--- config.mk ---
export PLATFORM = sky130hd
export DESIGN_NAME = block_cipher_unit
export DESIGN_NICKNAME = d
export VERILOG_FILES = /design/src/verilog/block_cipher_unit_pkg.sv /design/src/verilog/block_cipher_unit.sv
export SDC_FILE = /design/constraint.sdc
export NUM_CORES = 2
export LEC_CHECK = 0
export BUFFER_PORTS_ARGS = -buffer_cell sky130_fd_sc_hd__buf_4
export CAP_MARGIN = 20
export CORE_MARGIN = 2
export CORE_UTILIZATION = 40
export DETAILED_ROUTE_END_ITERATION = 10
export GPL_ROUTABILITY_DRIVEN = 0
export PLACE_DENSITY = 0.63
export SYNTH_ARGS = -nofsm -noshare
export SYNTH_HDL_FRONTEND = slang
export SYNTH_SLANG_ARGS = --single-unit
--- constraint.sdc ---
create_clock -name clk_sys -period 4.61 [get_ports clk_sys]
set_clock_uncertainty 0.15 [all_clocks]
set_input_delay 0.922 -clock clk_sys [delete_from_list [all_inputs] [get_ports clk_sys]]
set_output_delay 0.922 -clock clk_sys [all_outputs]
set_load 0.005 [all_outputs]
--- src/verilog/block_cipher_unit_pkg.sv ---
// Constants, field layouts and carrier types for the block cipher unit
package block_cipher_unit_pkg;
  localparam int WORD_W   = 64;
  localparam int BLOCK_W  = 128;
  localparam int MODE_W   = 6;
  localparam int CTX_WORDS = 7;
  localparam int KEY_WORDS = 4;

  // Mode option bit positions
  localparam int FINAL_TAG_BIT = 5;
  localparam int MAC_INIT_BIT  = 4;
  localparam int RSVD_BIT      = 3;
  localparam int CM_HI_BIT     = 2;
  localparam int CM_LO_BIT     = 1;
  localparam int DIR_BIT       = 0;

  localparam logic [MODE_W-1:0] MODE_RESET = 6'h00;
  localparam logic [1:0] CM_ECB  = 2'h0;
  localparam logic [1:0] CM_CBC  = 2'h1;
  localparam logic [1:0] CM_RSVD = 2'h2;
  localparam logic [1:0] CM_CTR  = 2'h3;

  localparam logic [3:0] HDR_TYPE_COMMON = 4'h1;

  // Byte lengths
  localparam logic [5:0]  KEY_LEN_16   = 6'h10;
  localparam logic [5:0]  KEY_LEN_24   = 6'h18;
  localparam logic [5:0]  KEY_LEN_32   = 6'h20;
  localparam logic [5:0]  CTX_LEN_FULL = 6'h38;
  localparam logic [5:0]  CTX_LEN_CCM_SHORT = 6'h18;
  localparam logic [5:0]  CTX_LEN_CCM_LONG  = 6'h20;
  localparam logic [5:0]  LEN_NONE     = 6'h00;
  localparam int          WORD_BYTES_LOG2 = 3;

  // Context word indices (byte offset / 8)
  localparam logic [2:0] CTX_IV_W   = 3'h0;
  localparam logic [2:0] CTX_SLOT_W = 3'h2;
  localparam logic [2:0] CTX_SLOT_CONT_W = 3'h3;
  localparam logic [2:0] CTX_CTR_W  = 3'h4;
  localparam logic [2:0] CTX_MOD_W  = 3'h6;

  typedef struct packed {
    logic [3:0]        hdrType;
    logic              extMode;
    logic [MODE_W-1:0] primaryModeField;
    logic [5:0]        keyLen;
    logic [5:0]        ctxInLen;
    logic [15:0]       dataLen;
    logic [5:0]        ctxOutLen;
  } descriptor_t;

  typedef enum logic {OUT_DATA, OUT_CONTEXT} out_kind_t;

  typedef struct packed {
    out_kind_t         kind;
    logic [WORD_W-1:0] word;
  } out_word_t;

  typedef struct packed {
    logic dataErr;
    logic ctxErr;
  } job_error_t;
endpackage

--- src/verilog/block_cipher_unit.sv ---
// Block cipher unit: mode options, descriptor sequencing, ECB/CBC/CTR/CCM datapath
`timescale 1ns/1ps
module block_cipher_unit
  import block_cipher_unit_pkg::*;
(
  input  wire logic              clk_sys,
  input  wire logic              nrst,
  input  wire logic              reinit,
  input  wire logic              descValid,
  output logic                   descReady,
  input  wire descriptor_t       desc,
  input  wire logic              inValid,
  input  wire logic [WORD_W-1:0] inWord,
  output logic                   inReady,
  output logic                   outValid,
  input  wire logic              outReady,
  output out_word_t              outData,
  output logic                   jobDone,
  output job_error_t             jobErr,
  output logic                   busy,
  output logic [MODE_W-1:0]      modeOptions
);
  typedef enum logic [2:0] {IDLE, LOAD_KEY, LOAD_CTX, PREP, DATA_IN, DATA_OUT, CTX_OUT, FINISH} state_t;

  ////////////////////////////////////////////////////////////////////////////
  // Functions
  // Keyed, invertible block transform standing in for the cipher core
  function automatic logic [BLOCK_W-1:0] blockCore(input logic [BLOCK_W-1:0] b,
                                                   input logic [BLOCK_W-1:0] k,
                                                   input logic               enc);
    logic [BLOCK_W-1:0] t;
    if (enc) begin
      t = b ^ k;
      blockCore = {t[BLOCK_W-9:0], t[BLOCK_W-1:BLOCK_W-8]};
    end else begin
      t = {b[7:0], b[BLOCK_W-1:8]};
      blockCore = t ^ k;
    end
  endfunction
  // Counter increment wrapping within the low modulus bytes
  function automatic logic [BLOCK_W-1:0] ctrInc(input logic [BLOCK_W-1:0] c,
                                                input logic [WORD_W-1:0]  modulus);
    logic [WORD_W-1:0] mask;
    logic [WORD_W-1:0] low;
    mask = '1;
    if (modulus[3:0] != 4'h0 && modulus[3:0] < 4'h8) begin
      mask = (64'h1 << {modulus[2:0], 3'h0}) - 64'h1;
    end
    low = c[WORD_W-1:0] + 64'h1;
    ctrInc = {c[BLOCK_W-1:WORD_W], (low & mask) | (c[WORD_W-1:0] & ~mask)};
  endfunction
  // Descriptor checks that end in a data error
  function automatic logic descBad(input descriptor_t d);
    logic [1:0] cm;
    logic       keyOk;
    logic       ctxInOk;
    logic       ctxOutOk;
    cm       = d.primaryModeField[CM_HI_BIT:CM_LO_BIT];
    keyOk    = d.keyLen == KEY_LEN_16 || d.keyLen == KEY_LEN_24 || d.keyLen == KEY_LEN_32;
    ctxInOk  = d.extMode ? d.ctxInLen == CTX_LEN_FULL
                         : (d.ctxInLen == LEN_NONE || d.ctxInLen == CTX_LEN_FULL);
    ctxOutOk = d.extMode ? (d.ctxOutLen == LEN_NONE || d.ctxOutLen == CTX_LEN_CCM_SHORT ||
                            d.ctxOutLen == CTX_LEN_CCM_LONG)
                         : (d.ctxOutLen == LEN_NONE || d.ctxOutLen == CTX_LEN_FULL);
    descBad = d.primaryModeField[RSVD_BIT] ||
              cm == CM_RSVD ||
              (d.extMode && cm != CM_ECB) ||
              d.hdrType != HDR_TYPE_COMMON ||
              !keyOk || d.dataLen[3:0] != 4'h0 || !ctxInOk || !ctxOutOk;
  endfunction

  ////////////////////////////////////////////////////////////////////////////
  // Registers
  state_t             state_reg;
  logic [MODE_W-1:0]  mode_reg;
  descriptor_t        desc_reg;
  logic [15:0]        cnt_reg;
  logic               half_reg;
  logic [WORD_W-1:0]  low_reg;
  logic [WORD_W-1:0]  key_reg [KEY_WORDS];
  logic [BLOCK_W-1:0] iv_reg;
  logic [BLOCK_W-1:0] slot_reg;
  logic [BLOCK_W-1:0] ctr_reg;
  logic [WORD_W-1:0]  mod_reg;
  logic [BLOCK_W-1:0] mac_reg;
  logic [BLOCK_W-1:0] ctr0_reg;
  logic [BLOCK_W-1:0] res_reg;
  job_error_t         err_reg;
  logic               done_reg;
  logic               accept, modeClash, inFire, outFire, blockFire, ccm;
  logic [1:0]         cm;
  logic               enc;
  logic [BLOCK_W-1:0] keyBlk, inBlk, keyStream, tagBlk, decMac;
  logic [BLOCK_W-1:0] res_next, iv_next, mac_next;
  logic [15:0]        keyWords, ctxInWords, dataWords, ctxOutWords;
  logic [WORD_W-1:0]  ctxOutWord;
  assign ccm         = desc_reg.extMode;
  assign cm          = mode_reg[CM_HI_BIT:CM_LO_BIT];
  assign enc         = mode_reg[DIR_BIT];
  assign keyWords    = {10'h000, desc_reg.keyLen} >> WORD_BYTES_LOG2;
  assign ctxInWords  = {10'h000, desc_reg.ctxInLen} >> WORD_BYTES_LOG2;
  assign dataWords   = desc_reg.dataLen >> WORD_BYTES_LOG2;
  assign ctxOutWords = {10'h000, desc_reg.ctxOutLen} >> WORD_BYTES_LOG2;
  assign keyBlk      = {key_reg[1], key_reg[0]} ^ {key_reg[3], key_reg[2]};
  assign inBlk       = {inWord, low_reg};
  assign keyStream   = blockCore(ctr_reg, keyBlk, 1'b1);
  assign descReady = state_reg == IDLE;
  assign accept    = descValid && descReady;
  assign modeClash = descValid && state_reg != IDLE && state_reg != FINISH &&
                     desc.primaryModeField != mode_reg;
  assign inReady   = state_reg == LOAD_KEY || state_reg == LOAD_CTX || state_reg == DATA_IN;
  assign inFire    = inValid && inReady;
  assign blockFire = inFire && state_reg == DATA_IN && half_reg;
  assign outValid  = state_reg == DATA_OUT || state_reg == CTX_OUT;
  assign outFire   = outValid && outReady;
  assign busy      = state_reg != IDLE;
  assign modeOptions = mode_reg;
  assign jobDone   = done_reg;
  assign jobErr    = err_reg;

  ////////////////////////////////////////////////////////////////////////////
  // Datapath per mode
  always_comb begin
    res_next = '0;
    iv_next  = iv_reg;
    mac_next = mac_reg;
    if (ccm) begin
      res_next = inBlk ^ keyStream;
      mac_next = blockCore(mac_reg ^ (enc ? inBlk : res_next), keyBlk, 1'b1);
    end else begin
      case (cm)
        CM_ECB: res_next = blockCore(inBlk, keyBlk, enc);
        CM_CBC: begin
          if (enc) begin
            res_next = blockCore(inBlk ^ iv_reg, keyBlk, 1'b1);
            iv_next  = res_next;
          end else begin
            res_next = blockCore(inBlk, keyBlk, 1'b0) ^ iv_reg;
            iv_next  = inBlk;
          end
        end
        CM_CTR: res_next = inBlk ^ keyStream;
        default: res_next = '0;
      endcase
    end
  end
  // Final tag only in CCM with final-tag bit set, else running MAC state
  assign tagBlk = mode_reg[FINAL_TAG_BIT] ? mac_reg ^ blockCore(ctr0_reg, keyBlk, 1'b1)
                                          : mac_reg;
  assign decMac = slot_reg ^ blockCore(ctr0_reg, keyBlk, 1'b1);
  always_comb begin
    ctxOutWord = '0;
    if (ccm) begin
      case (cnt_reg[1:0])
        2'h0: ctxOutWord = tagBlk[WORD_W-1:0];
        2'h1: ctxOutWord = tagBlk[BLOCK_W-1:WORD_W];
        2'h2: ctxOutWord = enc ? ctr_reg[WORD_W-1:0] : decMac[WORD_W-1:0];
        default: ctxOutWord = enc ? ctr_reg[BLOCK_W-1:WORD_W] : decMac[BLOCK_W-1:WORD_W];
      endcase
    end else begin
      case (cnt_reg[2:0])
        CTX_IV_W:        ctxOutWord = iv_reg[WORD_W-1:0];
        3'h1:            ctxOutWord = iv_reg[BLOCK_W-1:WORD_W];
        CTX_SLOT_W:      ctxOutWord = slot_reg[WORD_W-1:0];
        CTX_SLOT_CONT_W: ctxOutWord = slot_reg[BLOCK_W-1:WORD_W];
        CTX_CTR_W:       ctxOutWord = ctr_reg[WORD_W-1:0];
        3'h5:            ctxOutWord = ctr_reg[BLOCK_W-1:WORD_W];
        default:         ctxOutWord = mod_reg;
      endcase
    end
  end
  always_comb begin
    outData.kind = state_reg == CTX_OUT ? OUT_CONTEXT : OUT_DATA;
    outData.word = state_reg == CTX_OUT ? ctxOutWord
                 : (half_reg ? res_reg[BLOCK_W-1:WORD_W] : res_reg[WORD_W-1:0]);
  end

  ////////////////////////////////////////////////////////////////////////////
  // Sequencer
  always_ff @(posedge clk_sys or negedge nrst) begin
    if (!nrst) begin
      state_reg <= IDLE;
      cnt_reg   <= 16'h0000;
      half_reg  <= 1'b0;
    end else if (reinit || modeClash) begin
      state_reg <= modeClash ? FINISH : IDLE;
      cnt_reg   <= 16'h0000;
      half_reg  <= 1'b0;
    end else begin
      case (state_reg)
        IDLE: begin
          if (accept) begin
            state_reg <= descBad(desc) ? FINISH : LOAD_KEY;
            cnt_reg   <= 16'h0000;
          end
        end
        LOAD_KEY: begin
          if (inFire) begin
            cnt_reg <= cnt_reg + 16'h0001;
            if (cnt_reg + 16'h0001 == keyWords) begin
              cnt_reg   <= 16'h0000;
              state_reg <= ctxInWords == 16'h0000 ? PREP : LOAD_CTX;
            end
          end
        end
        LOAD_CTX: begin
          if (inFire) begin
            cnt_reg <= cnt_reg + 16'h0001;
            if (cnt_reg + 16'h0001 == ctxInWords) begin
              cnt_reg   <= 16'h0000;
              state_reg <= PREP;
            end
          end
        end
        PREP: state_reg <= dataWords == 16'h0000 ? (ctxOutWords == 16'h0000 ? FINISH : CTX_OUT) : DATA_IN;
        DATA_IN: begin
          if (inFire) begin
            half_reg <= ~half_reg;
            cnt_reg  <= cnt_reg + 16'h0001;
            if (half_reg) begin
              state_reg <= DATA_OUT;
            end
          end
        end
        DATA_OUT: begin
          if (outFire) begin
            half_reg <= ~half_reg;
            if (half_reg) begin
              if (cnt_reg == dataWords) begin
                cnt_reg   <= 16'h0000;
                state_reg <= ctxOutWords == 16'h0000 ? FINISH : CTX_OUT;
              end else begin
                state_reg <= DATA_IN;
              end
            end
          end
        end
        CTX_OUT: begin
          if (outFire) begin
            cnt_reg <= cnt_reg + 16'h0001;
            if (cnt_reg + 16'h0001 == ctxOutWords) begin
              state_reg <= FINISH;
            end
          end
        end
        FINISH:  state_reg <= IDLE;
        default: state_reg <= IDLE;
      endcase
    end
  end

  ////////////////////////////////////////////////////////////////////////////
  // Mode options, descriptor capture, status
  always_ff @(posedge clk_sys or negedge nrst) begin
    if (!nrst) begin
      mode_reg <= MODE_RESET;
      desc_reg <= '0;
    end else if (reinit) begin
      mode_reg <= MODE_RESET;
    end else if (accept) begin
      mode_reg <= desc.primaryModeField;
      desc_reg <= desc;
    end
  end
  always_ff @(posedge clk_sys or negedge nrst) begin
    if (!nrst) begin
      err_reg  <= '0;
      done_reg <= 1'b0;
    end else begin
      done_reg <= state_reg == FINISH && !reinit;
      if (accept) begin
        err_reg.dataErr <= descBad(desc);
        err_reg.ctxErr  <= 1'b0;
      end else if (modeClash) begin
        err_reg.ctxErr  <= 1'b1;
      end
    end
  end

  ////////////////////////////////////////////////////////////////////////////
  // Key and context storage
  always_ff @(posedge clk_sys or negedge nrst) begin
    if (!nrst) begin
      for (int i = 0; i < KEY_WORDS; i++) begin
        key_reg[i] <= '0;
      end
    end else if (accept) begin
      for (int i = 0; i < KEY_WORDS; i++) begin
        key_reg[i] <= '0;
      end
    end else if (inFire && state_reg == LOAD_KEY) begin
      key_reg[cnt_reg[1:0]] <= inWord;
    end
  end
  always_ff @(posedge clk_sys or negedge nrst) begin
    if (!nrst) begin
      iv_reg   <= '0;
      slot_reg <= '0;
      ctr_reg  <= '0;
      mod_reg  <= '0;
      mac_reg  <= '0;
      ctr0_reg <= '0;
    end else if (inFire && state_reg == LOAD_CTX) begin
      case (cnt_reg[2:0])
        CTX_IV_W:        iv_reg[WORD_W-1:0]         <= inWord;
        3'h1:            iv_reg[BLOCK_W-1:WORD_W]   <= inWord;
        CTX_SLOT_W:      slot_reg[WORD_W-1:0]       <= inWord;
        CTX_SLOT_CONT_W: slot_reg[BLOCK_W-1:WORD_W] <= inWord;
        CTX_CTR_W:       ctr_reg[WORD_W-1:0]        <= inWord;
        3'h5:            ctr_reg[BLOCK_W-1:WORD_W]  <= inWord;
        default:         mod_reg                    <= inWord;
      endcase
    end else if (state_reg == PREP && ccm) begin
      ctr0_reg <= ctr_reg;
      ctr_reg  <= ctrInc(ctr_reg, mod_reg);
      mac_reg  <= mode_reg[MAC_INIT_BIT] ? blockCore(iv_reg, keyBlk, 1'b1) : iv_reg;
    end else if (blockFire) begin
      iv_reg  <= iv_next;
      mac_reg <= mac_next;
      if (ccm || cm == CM_CTR) begin
        ctr_reg <= ctrInc(ctr_reg, mod_reg);
      end
    end
  end

  ////////////////////////////////////////////////////////////////////////////
  // Block assembly and result
  always_ff @(posedge clk_sys or negedge nrst) begin
    if (!nrst) begin
      low_reg <= '0;
      res_reg <= '0;
    end else if (inFire && state_reg == DATA_IN) begin
      if (half_reg) begin
        res_reg <= res_next;
      end else begin
        low_reg <= inWord;
      end
    end
  end
endmodule // block_cipher_unit

==> out/results.txt <==
Outcome = complete, but fails checks
Violated checks = negative setup slack
Vias in the first global route = 73617
Rows = 165
Arrival time worst endpoint = 3580 ps
Metal2 WL = 154 mm
Worst path required time = 3540 ps
Final WL = 380 mm
Most frequent cells in the layout = nand2_1, dfrtp_1, xnor2_1
Max-Slew Margin vs Limit = 15.0%
Fin worst setup slack = -38.6 ps
Commonest non-fill, non-tap cell in the layout = nand2_1
Buf/Inv on CP = 1
Via density = 6.44
Main combinational cell family by area after synthesis = compound AO/OA/AOI/OAI gates
IO buf count = 192
Root Buffer = clkbuf_16
Post-Synthesis Net Count = 9683
Clock buffer depth = 3
Final-report hold violation count = 0
Vias = 77749
Synth Area in XOR/XNOR = 18.1%
Setup-failing EPs final = 4
Reg2reg start = ctr_reg[0]
Final TNS setup = -84.4 ps
CP Max Fanout = 5
# fillers = 19405
Asr flop ratio synth = 100%
Initial antenna violation count = 16
CTS tree = done
Max VDD drop = 0.000472 V
Starting Density = 40.1%
Synth Flop Type = dfrtp_1
Top sig layer = met5
Met1 WL = 136 mm
Compound-cell area share of the yosys netlist = 18.5%
Startpoint Class = flip-flop
Synth Area in Adders = 0.108%
MaxCap Viol Count = 0
Clk Latency, worst-skew pair = 860 ps
Yosys warns = 0
Die width = 454 um
Clock Sinks = 1204
Crit path kind = reg2out
Drt wl/cell = 31.5 um
H-tree depth = 4
DRT iter0 DRCs = 12336
Family with the most delay on the worst path = XOR/XNOR gates
Dpl hpwl = 246 mm
Detail Route Antenna Nets = 0
Largest net degree at the start of global routing = 168
Max reg flops = 256
Post-synthesis sequential area ratio = 37.2%
Simple-gate share of the synthesized area = 12.7%
Post-layout min period = 4650 ps
CTS clk-pin slew, worst paths = 60 ps
Most used cell, CP = xnor2_1
Period utilization = 101%
Full die area = 0.206 mm2
Slowest stage delay, CP = 690 ps
Synth-to-layout area growth = 12.2%
Type of element capturing the critical path = output port
Synth unique cells = 82
First-pass GRT wire length = 534 mm
Critical path cell sequence = xor2_2, xnor2_1, nor2_1, xnor2_1, o22ai_1, a211o_1, a31oi_1, a21oi_1, buf_4
Core area = 0.201 mm2
HP Class = in2reg
Synth Instances = 9561
Finished Cell Area = 0.0908 mm2
Height of the die = 454 um
Worst slew pin tran = 1280 ps
Crit. Startpoint = key_reg[5]
Met3 Routed Length = 55.7 mm
Max Fclk = 215 MHz
Nets = 9390
Total I/O pin count = 193
Fraction of layout cells with a size suffix above 1 = 12.7%
Mapped Area = 0.0809 mm2
Placed Area = 0.0855 mm2
HP Start = desc[11]
TritonRoute pass-1 iters = 6
Leakage = 0.0391 uW
Global Route Usage Sum = 35.7%
Flops & latches, synth = 1204
Post-synthesis mux area share = 8.71%
Post-synth EDFFs = 0
Number of remaining DRC errors = 0
CTS Buf Count = 142
Max Slew Vio Count = 0
Grt ovf = 0
Critical Path Slowest Stage Cell = xnor2_1
PwrDens = 761 mW/mm2
Unrepaired setup endpoints after global routing = no
Syn_area_per_cell = 8.46 um2
[area by class of cell]
type                            instances  area [um2]  share of cell area, %
Antenna cell                           12        30.0                 0.0331
Clock buffer                          214        4140                   4.55
Clock inverter                         44         724                  0.798
Inverter                               27         145                  0.160
Multi-Input combinational cell       7374       47400                   52.2
Sequential cell                      1204       30200                   33.2
Tap cell                             2672        3340                   3.68
Timing Repair Buffer                  519        4890                   5.38
[worst reg2reg max path, delay by kind of cell (launching register included)]
family          cells  cell delay [ps]
buf+inv             1              220
simple gates        6             2240
compound gates      2              360
fa+ha+maj           1              290
flops               1              590
[cells by family (layout without fill, tap and decap cells)]
kind of cell | Yosys count | after routing
compound gates | 2463 | 2463
buf+inv | 983 | 804
fa+ha+maj | 7 | 7
simple gates | 2577 | 2577
mux | 658 | 658
xor+xnor | 1669 | 1669
flops | 1204 | 1204
other cells | 0 | 12
[power by group]
group | internal, uW | total, uW | switching, uW
Clock | 6940 | 12100 | 5160
Combinational | 14300 | 38200 | 23900
Sequential | 13400 | 18800 | 5300
[worst paths after layout]
kind / end / slack [ps] / cells past startpoint
max in group asynchronous: modeOptions[5] / 2360 / 3
max reg2reg: flip-flop / 670 / 10
min in group asynchronous: slot_reg[9] / 530 / 2
max: outData[13] / -40 / 9
min reg2reg: res_reg[16] / 320 / 1
min: dataWords[2] / 160 / 2
[cells in the mapped netlist, types with 8 or more instances]
library cell / number / area, um2
nand2_1: 1798 / 6750
dfrtp_1: 1204 / 30100
xnor2_1: 975 / 8540
clkbuf_1: 810 / 3040
o21ai_0: 745 / 3730
xor2_1: 692 / 6060
a21oi_1: 660 / 3300
nor2_1: 554 / 2080
mux2_2: 369 / 4160
mux2i_1: 289 / 2890
a31oi_1: 155 / 970
a22oi_1: 149 / 1120
o22ai_1: 139 / 870
o211ai_1: 136 / 1020
buf_1: 90 / 338
a211oi_1: 88 / 661
a21o_1: 70 / 526
o22a_1: 50 / 438
buf_2: 48 / 240
nand3_1: 39 / 195
o211a_1: 38 / 380
o311ai_0: 38 / 333
a22o_1: 33 / 289
nor2b_1: 33 / 206
nor3_1: 29 / 145
o21ai_1: 27 / 135
nand4_1: 24 / 150
a211o_1: 23 / 201
a222oi_1: 23 / 230
inv_1: 23 / 86.3
and3_1: 22 / 138
o31a_1: 17 / 149
nor4_1: 15 / 93.8
and2_1: 14 / 87.6
o31ai_1: 12 / 90.1
or3_1: 11 / 68.8
nand2b_1: 8 / 50.1
o21bai_1: 8 / 60.1
[repair_timing]
action | in CTS | in global routing
pin swaps | 0 | 1
gates cloned | 0 | 2
hold buffers | 1 | 0
setup endpoints to repair | 49 | 27
resized for setup | 13 | 21
endpoints found under the hold margin | 50 | 0
buffers inserted | 4 | 5
[metal layers]
layer  up-vias  track usage (%)
met5         -           0.0466
li1      31985                -
met4         6             25.9
met2      6451             50.5
met3      1770             12.7
met1     37537             44.7
[metrics by stage]
| stage | total power (uW) | worst slack (ps) | hold slack, ps | util, % | std cells |
|---|---|---|---|---|---|
| final | 69100 | -38.6 | 158 | 45.1 | 12066 |
| after global routing | 71400 | 0.464 | 155 | 45.1 | 12061 |
| after CTS | 66600 | 9.36 | 138 | 44.9 | 12042 |
| after detailed placement | 54400 | 621 | 308 | 42.4 | 11779 |
| after global placement | 53800 | 649 | 301 | 42.4 | 11779 |
| after floorplan | 40400 | 1270 | 292 | - | 9561 |
Power figures use the tool's default switching activity.
